<file path="src/rtl/lfbu_pkg.sv">
// Constants, encodings and pixel type for the aperture write unpacker.
// Assumes one core clock shared by the host end and the device end.
package lfbu_pkg;

    // Link request kinds
    typedef enum logic [1:0] {
        LFBU_K_REGWR = 2'h0,
        LFBU_K_REGRD = 2'h1,
        LFBU_K_PIXEL = 2'h2
    } lfbu_kind_t;

    // Device register indices on the link
    localparam logic [7:0] LFBU_IDX_RBC     = 8'h00;
    localparam logic [7:0] LFBU_IDX_WMODE   = 8'h01;
    localparam logic [7:0] LFBU_IDX_CONSTANT_COLOR_ONE  = 8'h02;
    localparam logic [7:0] LFBU_IDX_ZACOLOR = 8'h03;
    localparam logic [7:0] LFBU_IDX_DISCARD = 8'h04;

    // host_write_mode_cfg fields
    localparam int LFBU_WM_FMT_LSB = 0;
    localparam int LFBU_WM_PIPE    = 8;
    localparam int LFBU_WM_ORD_LSB = 9;
    localparam int LFBU_WM_WSWAP   = 11;
    localparam int LFBU_WM_SWIZ    = 12;
    localparam int LFBU_WM_W       = 13;

    // Write format codes
    localparam logic [3:0] LFBU_FMT_RGB888   = 4'h4;
    localparam logic [3:0] LFBU_FMT_ARGB8888 = 4'h5;
    localparam logic [3:0] LFBU_FMT_Z565     = 4'hC;
    localparam logic [3:0] LFBU_FMT_Z555     = 4'hD;
    localparam logic [3:0] LFBU_FMT_Z1555    = 4'hE;
    localparam logic [3:0] LFBU_FMT_ZZ       = 4'hF;

    // render_buffer_control fields
    localparam int LFBU_RB_CLIP   = 0;
    localparam int LFBU_RB_CHROMA = 1;
    localparam int LFBU_RB_STIP   = 2;
    localparam int LFBU_RB_WSEL   = 3;
    localparam int LFBU_RB_ZEN    = 4;
    localparam int LFBU_RB_ZF_LSB = 5;
    localparam int LFBU_RB_DITH   = 8;
    localparam int LFBU_RB_RGBWE  = 9;
    localparam int LFBU_RB_ZAWE   = 10;
    localparam int LFBU_RB_DITH2  = 11;
    localparam int LFBU_RB_STPAT  = 12;
    localparam int LFBU_RB_AMASK  = 13;
    localparam int LFBU_RB_ZBIAS  = 16;
    localparam int LFBU_RB_W      = 17;
    localparam logic [16:0] LFBU_RB_WMASK = 17'h13FFF;

    // Constant depth-alpha register fields
    localparam int LFBU_ZA_A_LSB = 24;
    localparam int LFBU_ZA_Z_LSB = 0;

    // Reset values
    localparam logic [16:0] LFBU_RB_RST    = 17'h00000;
    localparam logic [12:0] LFBU_WM_RST    = 13'h0000;
    localparam logic [23:0] LFBU_C1_RST    = 24'h000000;
    localparam logic [31:0] LFBU_ZA_RST    = 32'h00000000;

    // Host controller AXI4-Lite offsets and fields
    localparam logic [3:0] LFBU_HOFF_DATA   = 4'h0;
    localparam logic [3:0] LFBU_HOFF_CTRL   = 4'h4;
    localparam logic [3:0] LFBU_HOFF_STATUS = 4'h8;
    localparam logic [3:0] LFBU_HOFF_RSP    = 4'hC;
    localparam int LFBU_CTRL_KIND_LSB = 8;
    localparam int LFBU_ST_BUSY       = 0;
    localparam int LFBU_ST_REFUSED    = 1;
    localparam logic [1:0] LFBU_RESP_OKAY   = 2'h0;
    localparam logic [1:0] LFBU_RESP_SLVERR = 2'h2;

    // One unpacked pixel
    typedef struct packed {
        logic        ok;
        logic        has_rgb;
        logic        has_depth;
        logic        two;
        logic [7:0]  r;
        logic [7:0]  g;
        logic [7:0]  b;
        logic [7:0]  a;
        logic [15:0] d0;
        logic [15:0] d1;
    } lfbu_pix_t;

endpackage : lfbu_pkg

</file>
<file path="src/rtl/lfbu_if.sv">
// Link between the host write end and the device unpacker end.
// Assumes both ends run on the same clock; no clocking block.
`timescale 1ns/1ps
interface lfbu_if;
    import lfbu_pkg::*;

    logic        req_valid;
    logic        req_ready;
    lfbu_kind_t  req_kind;
    logic [7:0]  req_addr;
    logic [31:0] req_data;
    logic        rsp_valid;
    logic [31:0] rsp_data;

    modport dev (
        input  req_valid,
        input  req_kind,
        input  req_addr,
        input  req_data,
        output req_ready,
        output rsp_valid,
        output rsp_data
    );

    modport host (
        output req_valid,
        output req_kind,
        output req_addr,
        output req_data,
        input  req_ready,
        input  rsp_valid,
        input  rsp_data
    );
endinterface : lfbu_if

</file>
<file path="src/rtl/lfbu_dev.sv">
// Device end: unpacks aperture writes and holds render control.
// Assumes the host end shares aclk; pixel sink may stall on pix_ready.
//
// Functional notes
// - Format 3 is unsupported, no defined result.
// - Format 4 byte channels by order code.
// - Host sends one aligned pixel per word.
// - Format 4 alpha, depth from constants when piped.
// - Format 5 alpha and colour bytes by order.
// - Format 5 depth from constant when piped.
// - Formats 6 to 11 unsupported, host avoids them.
// - Format 12 colour 5-6-5 plus 16-bit depth.
// - Formats 12, 13 alpha from constant when piped.
// - Format 13 colour 5-5-5 by order code.
// - Host depth encoding matches active depth mode.
// - Format 14 one alpha bit replicated eight times.
// - Format 15 two depths, constant colour when piped.
// - Control bits 0-2: clip, chroma, stipple enables.
// - Bit 3 depth source, 4 enable, 7:5 function.
// - Bit 8 dither enable, bit 11 pattern select.
// - Bits 9, 10 clear suppress colour, depth writes.
// - Bits 12, 13, 16 enables; 15:14 reserved.
// - Mode bit 11 exchanges depth and colour halves.
// - Swizzle bytes first, then halves, then channels; formats 4 and 5 take channels without the half swap.
//
// Local design decisions: the AXI4-Lite slave port and the address map.
`timescale 1ns/1ps
module lfbu_dev
    import lfbu_pkg::*;
(
    // Clock and reset
    input  wire logic        aclk,
    input  wire logic        aresetn,
    // Link
    lfbu_if.dev              link,
    // Pixel output
    output logic             pix_valid,
    input  wire logic        pix_ready,
    output logic [7:0]       pix_red,
    output logic [7:0]       pix_green,
    output logic [7:0]       pix_blue,
    output logic [7:0]       pix_alpha,
    output logic [15:0]      pix_depth0,
    output logic [15:0]      pix_depth1,
    output logic             pix_two_depth,
    output logic             pix_rgb_we,
    output logic             pix_za_we,
    output logic             pix_through_pipe,
    // Render control fields
    output logic             clip_en,
    output logic             chroma_en,
    output logic             stipple_en,
    output logic             wbuf_sel,
    output logic             depth_en,
    output logic [2:0]       depth_func,
    output logic             dither_en,
    output logic             dither_2x2,
    output logic             stipple_pattern,
    output logic             alpha_mask_en,
    output logic             depth_bias_en
);

    typedef struct packed {
        logic [16:0]  rbc;
        logic [12:0]  wmode;
        logic [23:0]  constant_color_one;
        logic [31:0]  za;
        logic [15:0]  discards;
        logic         ready;
        logic         rsp_valid;
        logic [31:0]  rsp_data;
        logic         pix_valid;
        lfbu_pix_t    pix;
        logic         rgb_we;
        logic         za_we;
        logic         thru;
    } lfbu_dev_st_t;

    localparam lfbu_dev_st_t LFBU_DEV_RST = '{
        rbc: LFBU_RB_RST, wmode: LFBU_WM_RST, constant_color_one: LFBU_C1_RST,
        za: LFBU_ZA_RST, default: '0};

    function automatic logic [7:0] lfbu_e5(input logic [4:0] x);
        return {x, x[4:2]};
    endfunction : lfbu_e5

    function automatic logic [7:0] lfbu_e6(input logic [5:0] x);
        return {x, x[5:4]};
    endfunction : lfbu_e6

    function automatic lfbu_pix_t lfbu_unpack(
        input logic [31:0] word,
        input logic [12:0] mode,
        input logic [23:0] c1,
        input logic [31:0] za
    );
        lfbu_pix_t   p;
        logic [31:0] sw;
        logic [31:0] hw;
        logic [15:0] c;
        logic [1:0]  ord;
        logic        pipe;
        logic [7:0]  hi8;
        logic [7:0]  mid8;
        logic [7:0]  lo8;
        logic [4:0]  hi5;
        logic [4:0]  g5;
        logic [4:0]  lo5;
        logic        abit;
        // Byte swizzle, then half swap for 16-bit formats, then channels
        sw = mode[LFBU_WM_SWIZ] ?
             {word[7:0], word[15:8], word[23:16], word[31:24]} : word;
        hw = mode[LFBU_WM_WSWAP] ? {sw[15:0], sw[31:16]} : sw;
        c = hw[15:0];
        ord = mode[LFBU_WM_ORD_LSB +: 2];
        pipe = mode[LFBU_WM_PIPE];
        // Byte channels shift up one byte for orders 2 and 3
        hi8 = ord[1] ? sw[31:24] : sw[23:16];
        mid8 = ord[1] ? sw[23:16] : sw[15:8];
        lo8 = ord[1] ? sw[15:8] : sw[7:0];
        // 5-5-5 field placement, alpha bit top or bottom
        hi5 = ord[1] ? c[15:11] : c[14:10];
        g5 = ord[1] ? c[10:6] : c[9:5];
        lo5 = ord[1] ? c[5:1] : c[4:0];
        abit = ord[1] ? c[0] : c[15];
        p = '0;
        p.ok = 1'b1;
        case (mode[LFBU_WM_FMT_LSB +: 4])
            LFBU_FMT_RGB888, LFBU_FMT_ARGB8888: begin
                p.r = ord[0] ? lo8 : hi8;
                p.g = mid8;
                p.b = ord[0] ? hi8 : lo8;
                p.has_rgb = 1'b1;
                p.has_depth = pipe;
                if (pipe)
                    p.d0 = za[LFBU_ZA_Z_LSB +: 16];
                if (mode[LFBU_WM_FMT_LSB +: 4] == LFBU_FMT_ARGB8888)
                    p.a = ord[1] ? sw[7:0] : sw[31:24];
                else if (pipe)
                    p.a = za[LFBU_ZA_A_LSB +: 8];
            end
            LFBU_FMT_Z565: begin
                p.r = lfbu_e5(ord[0] ? c[4:0] : c[15:11]);
                p.g = lfbu_e6(c[10:5]);
                p.b = lfbu_e5(ord[0] ? c[15:11] : c[4:0]);
                p.a = pipe ? za[LFBU_ZA_A_LSB +: 8] : 8'h00;
                p.d0 = hw[31:16];
                p.has_rgb = 1'b1;
                p.has_depth = 1'b1;
            end
            LFBU_FMT_Z555, LFBU_FMT_Z1555: begin
                p.r = lfbu_e5(ord[0] ? lo5 : hi5);
                p.g = lfbu_e5(g5);
                p.b = lfbu_e5(ord[0] ? hi5 : lo5);
                if (mode[LFBU_WM_FMT_LSB +: 4] == LFBU_FMT_Z1555)
                    p.a = {8{abit}};
                else if (pipe)
                    p.a = za[LFBU_ZA_A_LSB +: 8];
                p.d0 = hw[31:16];
                p.has_rgb = 1'b1;
                p.has_depth = 1'b1;
            end
            LFBU_FMT_ZZ: begin
                p.d0 = hw[15:0];
                p.d1 = hw[31:16];
                p.two = 1'b1;
                p.has_depth = 1'b1;
                p.has_rgb = pipe;
                if (pipe) begin
                    p.r = c1[23:16];
                    p.g = c1[15:8];
                    p.b = c1[7:0];
                    p.a = za[LFBU_ZA_A_LSB +: 8];
                end
            end
            default: p.ok = 1'b0;
        endcase
        return p;
    endfunction : lfbu_unpack

    lfbu_dev_st_t s_r;
    lfbu_dev_st_t s_nxt;
    lfbu_pix_t    up;

    always_comb begin
        s_nxt = s_r;
        up = lfbu_unpack(link.req_data, s_r.wmode, s_r.constant_color_one, s_r.za);
        s_nxt.rsp_valid = 1'b0;
        if (s_r.pix_valid && pix_ready)
            s_nxt.pix_valid = 1'b0;
        if (link.req_valid && s_r.ready) begin
            case (link.req_kind)
                LFBU_K_REGWR: begin
                    case (link.req_addr)
                        LFBU_IDX_RBC: s_nxt.rbc =
                            link.req_data[16:0] & LFBU_RB_WMASK;
                        LFBU_IDX_WMODE:
                            s_nxt.wmode = link.req_data[12:0];
                        LFBU_IDX_CONSTANT_COLOR_ONE:
                            s_nxt.constant_color_one = link.req_data[23:0];
                        LFBU_IDX_ZACOLOR:
                            s_nxt.za = link.req_data;
                        default: ;
                    endcase
                end
                LFBU_K_REGRD: begin
                    s_nxt.rsp_valid = 1'b1;
                    case (link.req_addr)
                        LFBU_IDX_RBC:
                            s_nxt.rsp_data = {15'h0, s_r.rbc};
                        LFBU_IDX_WMODE:
                            s_nxt.rsp_data = {19'h0, s_r.wmode};
                        LFBU_IDX_CONSTANT_COLOR_ONE:
                            s_nxt.rsp_data = {8'h00, s_r.constant_color_one};
                        LFBU_IDX_ZACOLOR:
                            s_nxt.rsp_data = s_r.za;
                        LFBU_IDX_DISCARD:
                            s_nxt.rsp_data = {16'h0000, s_r.discards};
                        default: s_nxt.rsp_data = 32'h00000000;
                    endcase
                end
                LFBU_K_PIXEL: begin
                    if (up.ok) begin
                        s_nxt.pix_valid = 1'b1;
                        s_nxt.pix = up;
                        s_nxt.rgb_we = up.has_rgb &&
                            s_r.rbc[LFBU_RB_RGBWE];
                        s_nxt.za_we = up.has_depth &&
                            s_r.rbc[LFBU_RB_ZAWE];
                        s_nxt.thru = s_r.wmode[LFBU_WM_PIPE];
                    end else begin
                        s_nxt.discards = s_r.discards + 16'h0001;
                    end
                end
                default: ;
            endcase
        end
        s_nxt.ready = !s_nxt.pix_valid;
    end

    always_ff @(posedge aclk) begin
        if (!aresetn)
            s_r <= LFBU_DEV_RST;
        else
            s_r <= s_nxt;
    end

    assign link.req_ready   = s_r.ready;
    assign link.rsp_valid   = s_r.rsp_valid;
    assign link.rsp_data    = s_r.rsp_data;
    assign pix_valid        = s_r.pix_valid;
    assign pix_red          = s_r.pix.r;
    assign pix_green        = s_r.pix.g;
    assign pix_blue         = s_r.pix.b;
    assign pix_alpha        = s_r.pix.a;
    assign pix_depth0       = s_r.pix.d0;
    assign pix_depth1       = s_r.pix.d1;
    assign pix_two_depth    = s_r.pix.two;
    assign pix_rgb_we       = s_r.rgb_we;
    assign pix_za_we        = s_r.za_we;
    assign pix_through_pipe = s_r.thru;
    assign clip_en          = s_r.rbc[LFBU_RB_CLIP];
    assign chroma_en        = s_r.rbc[LFBU_RB_CHROMA];
    assign stipple_en       = s_r.rbc[LFBU_RB_STIP];
    assign wbuf_sel         = s_r.rbc[LFBU_RB_WSEL];
    assign depth_en         = s_r.rbc[LFBU_RB_ZEN];
    assign depth_func       = s_r.rbc[LFBU_RB_ZF_LSB +: 3];
    assign dither_en        = s_r.rbc[LFBU_RB_DITH];
    assign dither_2x2       = s_r.rbc[LFBU_RB_DITH2];
    assign stipple_pattern  = s_r.rbc[LFBU_RB_STPAT];
    assign alpha_mask_en    = s_r.rbc[LFBU_RB_AMASK];
    assign depth_bias_en    = s_r.rbc[LFBU_RB_ZBIAS];

endmodule : lfbu_dev

</file>
<file path="src/flat_wrapper.sv">
// flat-port wrapper written by rule: the top's interface ports become plain ports
module lfbu_dev_flat import lfbu_pkg::*;
  (aclk, aresetn, pix_valid, pix_ready, pix_red, pix_green, pix_blue, pix_alpha, pix_depth0, pix_depth1, pix_two_depth, pix_rgb_we, pix_za_we, pix_through_pipe, clip_en, chroma_en, stipple_en, wbuf_sel, depth_en, depth_func, dither_en, dither_2x2, stipple_pattern, alpha_mask_en, depth_bias_en, link_req_valid, link_req_kind, link_req_addr, link_req_data, link_req_ready, link_rsp_valid, link_rsp_data);
  lfbu_if link_i ();
  input  wire logic aclk;
  input  wire logic aresetn;
  output logic pix_valid;
  input  wire logic pix_ready;
  output logic [7:0] pix_red;
  output logic [7:0] pix_green;
  output logic [7:0] pix_blue;
  output logic [7:0] pix_alpha;
  output logic [15:0] pix_depth0;
  output logic [15:0] pix_depth1;
  output logic pix_two_depth;
  output logic pix_rgb_we;
  output logic pix_za_we;
  output logic pix_through_pipe;
  output logic clip_en;
  output logic chroma_en;
  output logic stipple_en;
  output logic wbuf_sel;
  output logic depth_en;
  output logic [2:0] depth_func;
  output logic dither_en;
  output logic dither_2x2;
  output logic stipple_pattern;
  output logic alpha_mask_en;
  output logic depth_bias_en;
  input wire logic [$bits(link_i.req_valid)-1:0] link_req_valid;
  input wire logic [$bits(link_i.req_kind)-1:0] link_req_kind;
  input wire logic [$bits(link_i.req_addr)-1:0] link_req_addr;
  input wire logic [$bits(link_i.req_data)-1:0] link_req_data;
  output wire logic [$bits(link_i.req_ready)-1:0] link_req_ready;
  output wire logic [$bits(link_i.rsp_valid)-1:0] link_rsp_valid;
  output wire logic [$bits(link_i.rsp_data)-1:0] link_rsp_data;
  assign link_i.req_valid = link_req_valid;
  assign link_i.req_kind = link_req_kind;
  assign link_i.req_addr = link_req_addr;
  assign link_i.req_data = link_req_data;
  assign link_req_ready = link_i.req_ready;
  assign link_rsp_valid = link_i.rsp_valid;
  assign link_rsp_data = link_i.rsp_data;
  lfbu_dev u_core (.aclk(aclk), .aresetn(aresetn), .link(link_i), .pix_valid(pix_valid), .pix_ready(pix_ready), .pix_red(pix_red), .pix_green(pix_green), .pix_blue(pix_blue), .pix_alpha(pix_alpha), .pix_depth0(pix_depth0), .pix_depth1(pix_depth1), .pix_two_depth(pix_two_depth), .pix_rgb_we(pix_rgb_we), .pix_za_we(pix_za_we), .pix_through_pipe(pix_through_pipe), .clip_en(clip_en), .chroma_en(chroma_en), .stipple_en(stipple_en), .wbuf_sel(wbuf_sel), .depth_en(depth_en), .depth_func(depth_func), .dither_en(dither_en), .dither_2x2(dither_2x2), .stipple_pattern(stipple_pattern), .alpha_mask_en(alpha_mask_en), .depth_bias_en(depth_bias_en));
endmodule
</file>
<file path="config.mk">
export PLATFORM = sky130hd
export DESIGN_NAME = lfbu_dev_flat
export DESIGN_NICKNAME = d
export VERILOG_FILES = /design/src/rtl/lfbu_pkg.sv /design/src/rtl/lfbu_if.sv /design/src/rtl/lfbu_dev.sv /design/src/flat_wrapper.sv
export SDC_FILE = /design/constraint.sdc
export NUM_CORES = 1
export LEC_CHECK = 0
export BUFFER_PORTS_ARGS = -buffer_cell sky130_fd_sc_hd__buf_2
export CAP_MARGIN = 20
export CORE_ASPECT_RATIO = 1.4
export CORE_MARGIN = 2
export CORE_UTILIZATION = 45
export DETAILED_ROUTE_END_ITERATION = 6
export HOLD_SLACK_MARGIN = 0.1
export RECOVER_POWER = 25
export SLEW_MARGIN = 20
export SYNTH_ARGS = -nofsm -noshare
export SYNTH_HDL_FRONTEND = slang
export SYNTH_SLANG_ARGS = --single-unit
</file>
<file path="constraint.sdc">
create_clock -name aclk -period 2.5 [get_ports aclk]
set_input_delay 0 -clock aclk [delete_from_list [all_inputs] [get_ports aclk]]
set_output_delay 0 -clock aclk [all_outputs]
set_load 0.01 [all_outputs]
</file>
---- Word-level counts from Yosys, hierarchy flattened ----
Cells that the tools add are included.
storage, ports and cells
  register bits after elaboration ......... 206
  bits in latches ......................... 0
  RAM bits ................................ 0
  bits in read-only memories .............. 0
  input bits .............................. 46
  output and inout bits ................... 116
  word-level logic and storage cells ...... 87
  memories ................................ 0
cells by class
  add/subtract/negate cells ............... 1
  $mul .................................... 0
  div/mod/pow operators ................... 0
  $lt $le $gt $ge ......................... 0
  equality and inequality tests ........... 12
  shift-type cells ........................ 0
  multiplexer cells ....................... 32
  bitwise gates (word level) .............. 1
  reductions and logical operators ........ 19
operator list
  operator               count
  $mux 72                3
  $pmux 48 s4            1
  $pmux 32 s5            1
  $mux 32                3
  $mux 8                 9
  $mux 5                 7
  $mux 33                1
  $mux 16                2
  $reduce_and 3->1       6
  $add 16x1->16 const B  1
  $eq 4x4->1 const B     4
  $eq 8x2->1 const B     2
  $eq 4x3->1 const B     2
  $eq 8x1->1 const B     1
  $eq 8x3->1 const B     1
  $logic_not 8->1        1
  $pmux 2 s3             1
  $reduce_or 6->1        1
  $logic_and 1x1->1      4
  $mux 1                 4
  $reduce_and 2->1       2
  $reduce_or 2->1        2
  $reduce_or 3->1        1
  $eq 2x1->1 const B     1
  other kinds (4)        4

---- Logic depth before layout (Yosys ltp) ----
Gate-level depths: netlist of run 1.
  word-level depth ........................ 9
  gate-level depth with buffers ........... 8
  gate-level depth less buffers ........... 5

---- Worst setup path after synthesis of run 1 ----
Ideal clock, no wire load.
  kind .................................... register -> register
  from .................................... register u_core.s_r[189] in the netlist's numbering
  to ...................................... register u_core.s_r, in the netlist u_core.pix_blue[1]
  data arrival time ....................... 1838 ps
  path slack .............................. 544 ps
  stages on the path, launching flop included .. 9
  buffers on the path ..................... 3
  period minus slack after synthesis ...... 1956 ps
  cells stage by stage .................... dfxtp_1 -> buf_6 -> buf_6 -> buf_2 -> mux4_2 -> mux2_2 -> nand3_1 -> o211ai_1 -> o221a_2
between the ends
  word-level cells in the longest chain between the ends .. 4
  elaborated cells between the ends (all ways) .. 6
RTL lines
  item                       line                              source
  start: declaration         lfbu_dev.sv:181                   lfbu_dev_st_t s_r;
  start signal: assignment   lfbu_dev.sv:245                   s_r <= s_nxt;
  $mux 32 *                  lfbu_dev.sv:113                   hw = mode[LFBU_WM_WSWAP] ? {sw[15:0], sw[31:16]} : sw;
  $mux 5 (on tied branches)  lfbu_dev.sv:124, lfbu_dev.sv:122
  $mux 5                     lfbu_dev.sv:154                   p.b = lfbu_e5(ord[0] ? hi5 : lo5);
  $pmux 48 s4 *              lfbu_dev.sv:128                   case (mode[LFBU_WM_FMT_LSB +: 4])
Every way passes the cells marked *; elsewhere a longest branch is shown, timed or not.
A chain may end at the register's enable or synchronous reset.

---- Worst setup path after layout of run 1 ----
  from .................................... register u_core.s_r[187] in the netlist's numbering
  to ...................................... register u_core.s_r, in the netlist u_core.pix_blue[7]
between the ends
  word-level cells in the longest chain between the ends .. 2
  elaborated cells between the ends (all ways) .. 4
RTL lines
  item                            line
  $mux 5 (tied with other cells)  lfbu_dev.sv:154
  $pmux 48 s4 *                   lfbu_dev.sv:128
Marks and branches as above.

==> run_results.csv, run 1 <==
group,metric,value,unit
sta,setup_viol,0,
die,die_width,141,µm
sta,hold_viol,0,
synth,synth_sequential_area_ratio,34.3,%
synth,warning_count_from_the_yosys_run,0,
cells_and_area,flow.area_growth_from_synthesis,11.8,%
cts,cts_num_sinks,203,
pwr,p_leak,4.95,nW
detailed_routing,drtIter0Drc,1337,
synth,async_flop_share,0,%
placed_design,buffer_ports.inserted,161,
sta,finClkSkew,0.0214,ns
sta,timing.final.ws_setup,0.0943,ns
synth,syn_nets,1417,
pwr,internal-power,5.40,mW
critical_path,crit_path_end_kind,"register",
cells_and_area,drive_gt1_share,18.7,%
outcome,status,"completed",
synth,synth.distinct_cells,76,
detailed_routing,top_layer_used_by_detailed_routing,"met4",
detailed_routing,routed-wl-met2,20600,µm
global_routing,grt_max_degree,62,
global_routing,track_usage,30.7,%
critical_path,crit_type,"reg -> reg",
cts,postCtsSetupRepairBufs,0,
cts,max-clock-path-buffers,3,
placed_design,hpwl_after_detailed_placement,31700,µm
critical_path,cp.required,2.90,ns
synth,yosysMostFrequentCell,"dfxtp_1",
die,placement_rows,70,
synth,ys_seq_elements,203,
synth,synth_ff_type,"dfxtp_1",
die,boundary_pin_count,162,
critical_path,setup.worst_path.start_class,"register",
run,max_cap_violations,0,
cells_and_area,final_core_util,50.9,%
sta,tightest_slew,0.795,ns
die,floorplan.initialDensity,45.5,%
die,die_h,196,µm
pwr,clockPowerShare,46.7,%
sta,post-route-period-util,96.2,%
pwr,p_seq_share,45.8,%
detailed_routing,wl_met1,16500,µm
detailed_routing,routed-via-count,11100,
synth,ys_top_cells_by_count,"203 x dfxtp_1, 147 x nand2_1, 125 x nor2_1, 111 x mux2i_1, 108 x buf_4",
synth,synth-edff-count,0,
pwr,power.share.combinational,7.5,%
critical_path,timing.critical_path.fanout_max,18,
synth,syn-instance-count,1370,
pwr,power.total,7.09,mW
synth,netlist.area_leader.share,34.3,%
synth,area_leader_netlist,"dfxtp_1",
synth,post_synth_main_area_contributors,"dfxtp_1 34%, mux2i_1 9.4%, buf_4 6.8%",
detailed_routing,avgRoutedWirePerCell,24.6,µm
pwr,p_sw,1.69,mW
placed_design,gp_congestion,0.977,
synth,postSynthAreaPerCell,8.64,µm²
sta,final_number_of_max_transition_violations,0,
detailed_routing,drt_first_pass_iters,5,
detailed_routing,detailed_route_drc_error_count,0,
global_routing,remaining_global_route_overflow,0,
detailed_routing,wl_met3,3400,µm
sta,timing.setup.tns,0,ns
die,die_area,0.0276,mm²
cts,clk_latency,0.51,ns
cts,worst_setup_hold_path_clk_slew,0.07,ns
detailed_routing,postRouteAntennaNets,0,
pwr,pwr_density_cell,536,mW/mm²
detailed_routing,wirelength,43400,µm
sta,rsz0062_at_grt,"no",
sta,clock.fmax,416,MHz
cts,clock-root-buffer,"clkbuf_16",
placed_design,place_ws,0.0311,ns
global_routing,grt_pass1_vias,10400,
sta,slew_headroom,46.9,%
pwr,power.switching_fraction,23.9,%
cells_and_area,fill_cells,2469,
pwr,power.ir.vdd_worst,0.357,mV
global_routing,wire_length_of_the_first_global_routing_pass,65000,µm
detailed_routing,post_drt_via_cell_ratio,6.29,
cells_and_area,fin_nets,1471,
cts,ctsHtreeMaxLevel,1,
global_routing,antenna_violations_before_repair,0,
critical_path,worst-endpoint-arrival,2.81,ns
die,core,0.0260,mm²
cts,cts-buffers-inserted,21,
cells_and_area,diodes,0,
sta,clock_period_minus_worst_slack,2.41,ns
min_path,timing.hold.worst.class,"in -> reg",
synth,synth_area,0.0118,mm²
cts,tritoncts_clock_tree,"built",
-- layer usage --
| layer | GRT usage (%) | vias to the layer above |
|---|---|---|
| met5 | 0 | - |
| met2 | 50.7 | 547 |
| li1 | - | 5017 |
| met3 | 5.49 | 157 |
| met4 | 17.1 | 0 |
| met1 | 37.6 | 5358 |
-- cells in the final DEF, fill, tap and decap left out, types with 4 or more instances in the layout --
cell type	Yosys	layout
xnor2_1	8	8
a222oi_1	7	7
buf_2	30	82
dfxtp_1	203	200
clkbuf_1	81	84
o21ai_0	65	65
xor2_1	4	4
a22o_1	15	15
a21oi_1	99	99
and3_1	5	5
and2_1	5	5
nand3_1	27	26
nand2b_1	6	6
inv_1	7	6
o22ai_1	21	21
buf_12	0	5
a2bb2oi_1	9	9
dlygate4sd3_1	0	39
clkbuf_16	0	21
a31oi_1	13	13
or3_1	13	13
a221oi_1	20	20
a22oi_1	28	28
o211ai_1	17	17
nor2b_1	6	6
buf_4	108	53
mux2i_1	111	111
o221a_2	22	22
mux4_2	18	18
o221ai_1	5	5
nor3_1	9	9
mux2_2	33	33
o2bb2ai_1	21	21
nor2_1	125	124
or2_2	4	4
nand4_1	7	7
nand2_1	147	147
clkbuf_8	0	4
a211oi_1	6	6
a221o_1	6	6
-- sequential cells by signal, indices dropped and copies added, names as in the netlist, 3 cells and up --
register	cells
u_core.s_r	87
u_core.pix_red	8
u_core.pix_depth0	16
u_core.pix_blue	8
u_core.pix_depth1	16
u_core.pix_green	8
u_core.link.rsp_data	32
u_core.pix_alpha	8
u_core.depth_func	3
-- path summary, 6_finish.rpt --
check	startpoint	cells past startpoint	endpoint	slack (ns)
setup / recovery	u_core.s_r[187]$_SDFFE_PN0P_	6	u_core.pix_blue[7]$_SDFFE_PN0P_	0.09
setup reg to reg	u_core.s_r[187]$_SDFFE_PN0P_	6	u_core.pix_blue[7]$_SDFFE_PN0P_	0.09
hold / removal	link_req_addr[7]	6	u_core.clip_en$_SDFFE_PN0P_	0.12
hold reg to reg	u_core.link.rsp_data[16]$_SDFFE_PN0P_	2	u_core.link.rsp_data[16]$_SDFFE_PN0P_	0.46
-- logic make-up (layout without fill, tap and decap cells) --
group / Yosys count / in the layout / share of synthesized area (%)
muxes: 163 / 163 / 16.1
adders and majority gates: 1 / 1 / 0.106
DFF: 203 / 203 / 34.3
xor gates and xnor gates: 13 / 13 / 1.02
buffers and inverters: 236 / 304 / 11.7
and+or+nand+nor: 376 / 376 / 14.6
AOI/OAI and AO/OA: 378 / 378 / 22.2
-- area by class of cell --
| class | count | area, µm² | area share [%] |
|---|---|---|---|
| Timing Repair Buffer | 258 | 1600 | 12.1 |
| Multi-Input combinational cell | 931 | 6420 | 48.5 |
| Clock buffer | 30 | 599 | 4.53 |
| Clock inverter | 7 | 114 | 0.860 |
| Sequential cell | 203 | 4070 | 30.7 |
| Tap cell | 324 | 405 | 3.06 |
| Inverter | 9 | 36.3 | 0.274 |
-- worst max-delay path: stages (launching register included) --
cell      delay [ns]
dfxtp_1         0.56
buf_4           0.35
clkinv_1        0.39
a31oi_1         0.32
o21ai_0         0.24
buf_4           0.21
o221a_2         0.23
-- timing repair --
| item | in CTS | in global routing |
|---|---|---|
| endpoints found under the hold margin | 97 | 0 |
| hold buffers | 40 | 0 |
| gates resized for setup | 0 | 1 |
| endpoints found under the setup margin | 0 | 7 |
-- power by group through the flow --
stage | combinational, mW | sequential, mW | clock, mW
6_report | 0.528 | 3.25 | 3.31
4_1_cts | 0.515 | 3.25 | 3.35
3_5_place_dp | 0.469 | 3.32 | 0
2_1_floorplan | 0.270 | 3.32 | 0
3_3_place_gp | 0.467 | 3.32 | 0
5_1_grt | 0.549 | 3.25 | 3.48
-- through the flow --
step                      hold slack, ns  instance area [µm²]  std cells
after floorplan                    0.136                11800       1370
after global placement             0.309                12200       1686
after detailed placement           0.325                12200       1686
after CTS                          0.103                13300       1763
after global routing               0.122                13200       1762
final                              0.115                13200       1762
Power figures use the tool's default switching activity.
==> run 2: changes to the inputs <==
--- a/config.mk
+++ b/config.mk
@@ -10,6 +10,7 @@
 export CORE_ASPECT_RATIO = 1.4
 export CORE_MARGIN = 2
 export CORE_UTILIZATION = 45
+export CTS_BUF_LIST = sky130_fd_sc_hd__clkbuf_16
 export DETAILED_ROUTE_END_ITERATION = 6
 export HOLD_SLACK_MARGIN = 0.1
 export RECOVER_POWER = 25
==> constraint.sdc (replaced) <==
create_clock -name aclk -period 2.9 [get_ports aclk]
set_input_delay 0 -clock aclk [delete_from_list [all_inputs] [get_ports aclk]]
set_output_delay 0 -clock aclk [all_outputs]
set_load 0.01 [all_outputs]
==> run 2 against run 1 <==
Effect of this change:
- combinational power down 13%
- setup slack better by 0.22 ns
- utilization down 0.85 points
- cell area down 1.7%
- die area unchanged
- largest cell class unchanged
- sequential share of layout area up 0.52 points
- power down 20%
- sequential cell count unchanged
- critical path type unchanged
- critical endpoint is now u_core.pix_red[1]$_SDFFE_PN0P_
==> run_results.csv, run 2 (same netlist as run 1, synthesis figures left out) <==
group,metric,value,unit
outcome,status,"completed",
cts,clk_latency,0.51,ns
detailed_routing,avgRoutedWirePerCell,25.9,µm
cts,cts-buffers-inserted,21,
cells_and_area,fin_nets,1464,
pwr,p_leak,4.87,nW
global_routing,remaining_global_route_overflow,0,
placed_design,hpwl_after_detailed_placement,32800,µm
sta,rsz0062_at_grt,"no",
die,floorplan.initialDensity,45.5,%
global_routing,antenna_violations_before_repair,0,
placed_design,gp_congestion,0.980,
pwr,power.ir.vdd_worst,0.314,mV
cells_and_area,top_register,"u_core.s_r",
cells_and_area,largest_register_ffs,87,
cells_and_area,drive_gt1_share,17.7,%
detailed_routing,post_drt_via_cell_ratio,6.43,
sta,clock_period_minus_worst_slack,2.59,ns
die,boundary_pin_count,162,
critical_path,crit_type,"reg -> reg",
sta,final_number_of_max_transition_violations,0,
detailed_routing,detailed_route_drc_error_count,0,
die,placement_rows,70,
sta,clock.fmax,387,MHz
cts,postCtsSetupRepairBufs,0,
critical_path,cp.required,3.24,ns
cells_and_area,fill_cells,2548,
cells_and_area,diodes,0,
global_routing,grt_max_degree,70,
critical_path,crit_path_end_kind,"register",
detailed_routing,drt_first_pass_iters,6,
global_routing,wire_length_of_the_first_global_routing_pass,67600,µm
die,die_width,141,µm
pwr,power.total,5.68,mW
cts,max-clock-path-buffers,3,
sta,hold_viol,0,
detailed_routing,routed-via-count,11300,
pwr,pwr_density_cell,436,mW/mm²
die,die_area,0.0276,mm²
global_routing,track_usage,31.7,%
cts,ctsHtreeMaxLevel,1,
sta,post-route-period-util,89.2,%
global_routing,grt_pass1_vias,10800,
detailed_routing,wirelength,45400,µm
run,max_cap_violations,0,
cts,worst_setup_hold_path_clk_slew,0.06,ns
cells_and_area,most-common-layout-cells,"200 x dfxtp_1, 147 x nand2_1, 125 x nor2_1",
cells_and_area,flow.area_growth_from_synthesis,9.90,%
sta,timing.setup.tns,0,ns
die,die_h,196,µm
sta,slew_headroom,37.9,%
die,core,0.0260,mm²
critical_path,setup.worst_path.start_class,"register",
critical_path,timing.critical_path.fanout_max,30,
cts,tritoncts_clock_tree,"built",
detailed_routing,postRouteAntennaNets,0,
placed_design,buffer_ports.inserted,161,
cells_and_area,most_frequent_standard_cell_in_the_layout_excluding_fill_and_tap_cells,"dfxtp_1",
cts,cts_num_sinks,203,
cts,clock-root-buffer,"clkbuf_16",
detailed_routing,drtIter0Drc,1136,
sta,setup_viol,0,
min_path,timing.hold.worst.class,"in -> reg",
critical_path,worst-endpoint-arrival,2.93,ns
sta,finClkSkew,0.0196,ns
sta,tightest_slew,0.930,ns
## run 2: changes by cell type in the layout (fill, tap and decap cells not counted), sizes merged
cell	change
buf	-6
clkbuf	-9
dlygate4sd3	-1
bufinv	-3
inv	+8
## run 2: cell type report
class	count	area, µm²	area share (%)
Clock buffer	21	526	4.04
Clock inverter	12	50.0	0.385
Inverter	9	36.3	0.279
Multi-Input combinational cell	931	6410	49.3
Sequential cell	203	4070	31.3
Tap cell	324	405	3.12
Timing Repair Buffer	251	1520	11.6
## run 2: through the flow
step | worst slack, ns | hold WS, ns | instances | area (µm²) | utilization [%]
4_1_cts | 0.417 | 0.114 | 1751 | 13100 | 50.4
2_1_floorplan | 0.944 | 0.136 | 1370 | 11800 | -
3_5_place_dp | 0.425 | 0.330 | 1680 | 12200 | 46.7
3_3_place_gp | 0.449 | 0.332 | 1680 | 12200 | 46.7
5_1_grt | 0.321 | 0.167 | 1751 | 13000 | 50.0
6_report | 0.314 | 0.127 | 1751 | 13000 | 50.0
## run 2: metal layers
layer  track usage [%]  vias to the layer above  part of all wire, %
met5                 0                        -                    0
met3              4.76                      159                  7.7
met4              17.7                        0                  6.6
met1              39.4                     5473                   39
li1                  -                     4995                    -
met2              52.6                      629                   47
## run 2: power by group
part           total (mW)  switching [mW]  internal (mW)
Combinational       0.462           0.309          0.153
Clock                2.42            1.12           1.30
Sequential           2.80         0.00486           2.80
Total                5.68            1.43           4.25
## run 2: final timing paths
| path | slack [ns] | to | cells past startpoint | from |
|---|---|---|---|---|
| setup / recovery | 0.31 | u_core.pix_red[1]$_SDFFE_PN0P_ | 6 | u_core.s_r[189]$_SDFFE_PN0P_ |
| hold / removal | 0.13 | u_core.link.rsp_data[8]$_SDFFE_PN0P_ | 5 | link_req_valid |
| setup reg to reg | 0.31 | u_core.pix_red[1]$_SDFFE_PN0P_ | 6 | u_core.s_r[189]$_SDFFE_PN0P_ |
| hold reg to reg | 0.45 | u_core.s_r[139]$_SDFFE_PN0P_ | 2 | u_core.s_r[139]$_SDFFE_PN0P_ |
## run 2: worst max-delay path, stage by stage (launching register included)
cell and delay [ns]:
dfxtp_2 0.49, buf_12 0.26, mux2_2 0.41, mux2i_1 0.47, o41ai_1 0.14, nor3_1 0.51, a31oi_1 0.15
## run 2: what timing repair did
action                                 4_1_cts  5_1_grt
hold buffers                                38        0
endpoints found under the hold margin       98        0
gates resized for setup                      0        0
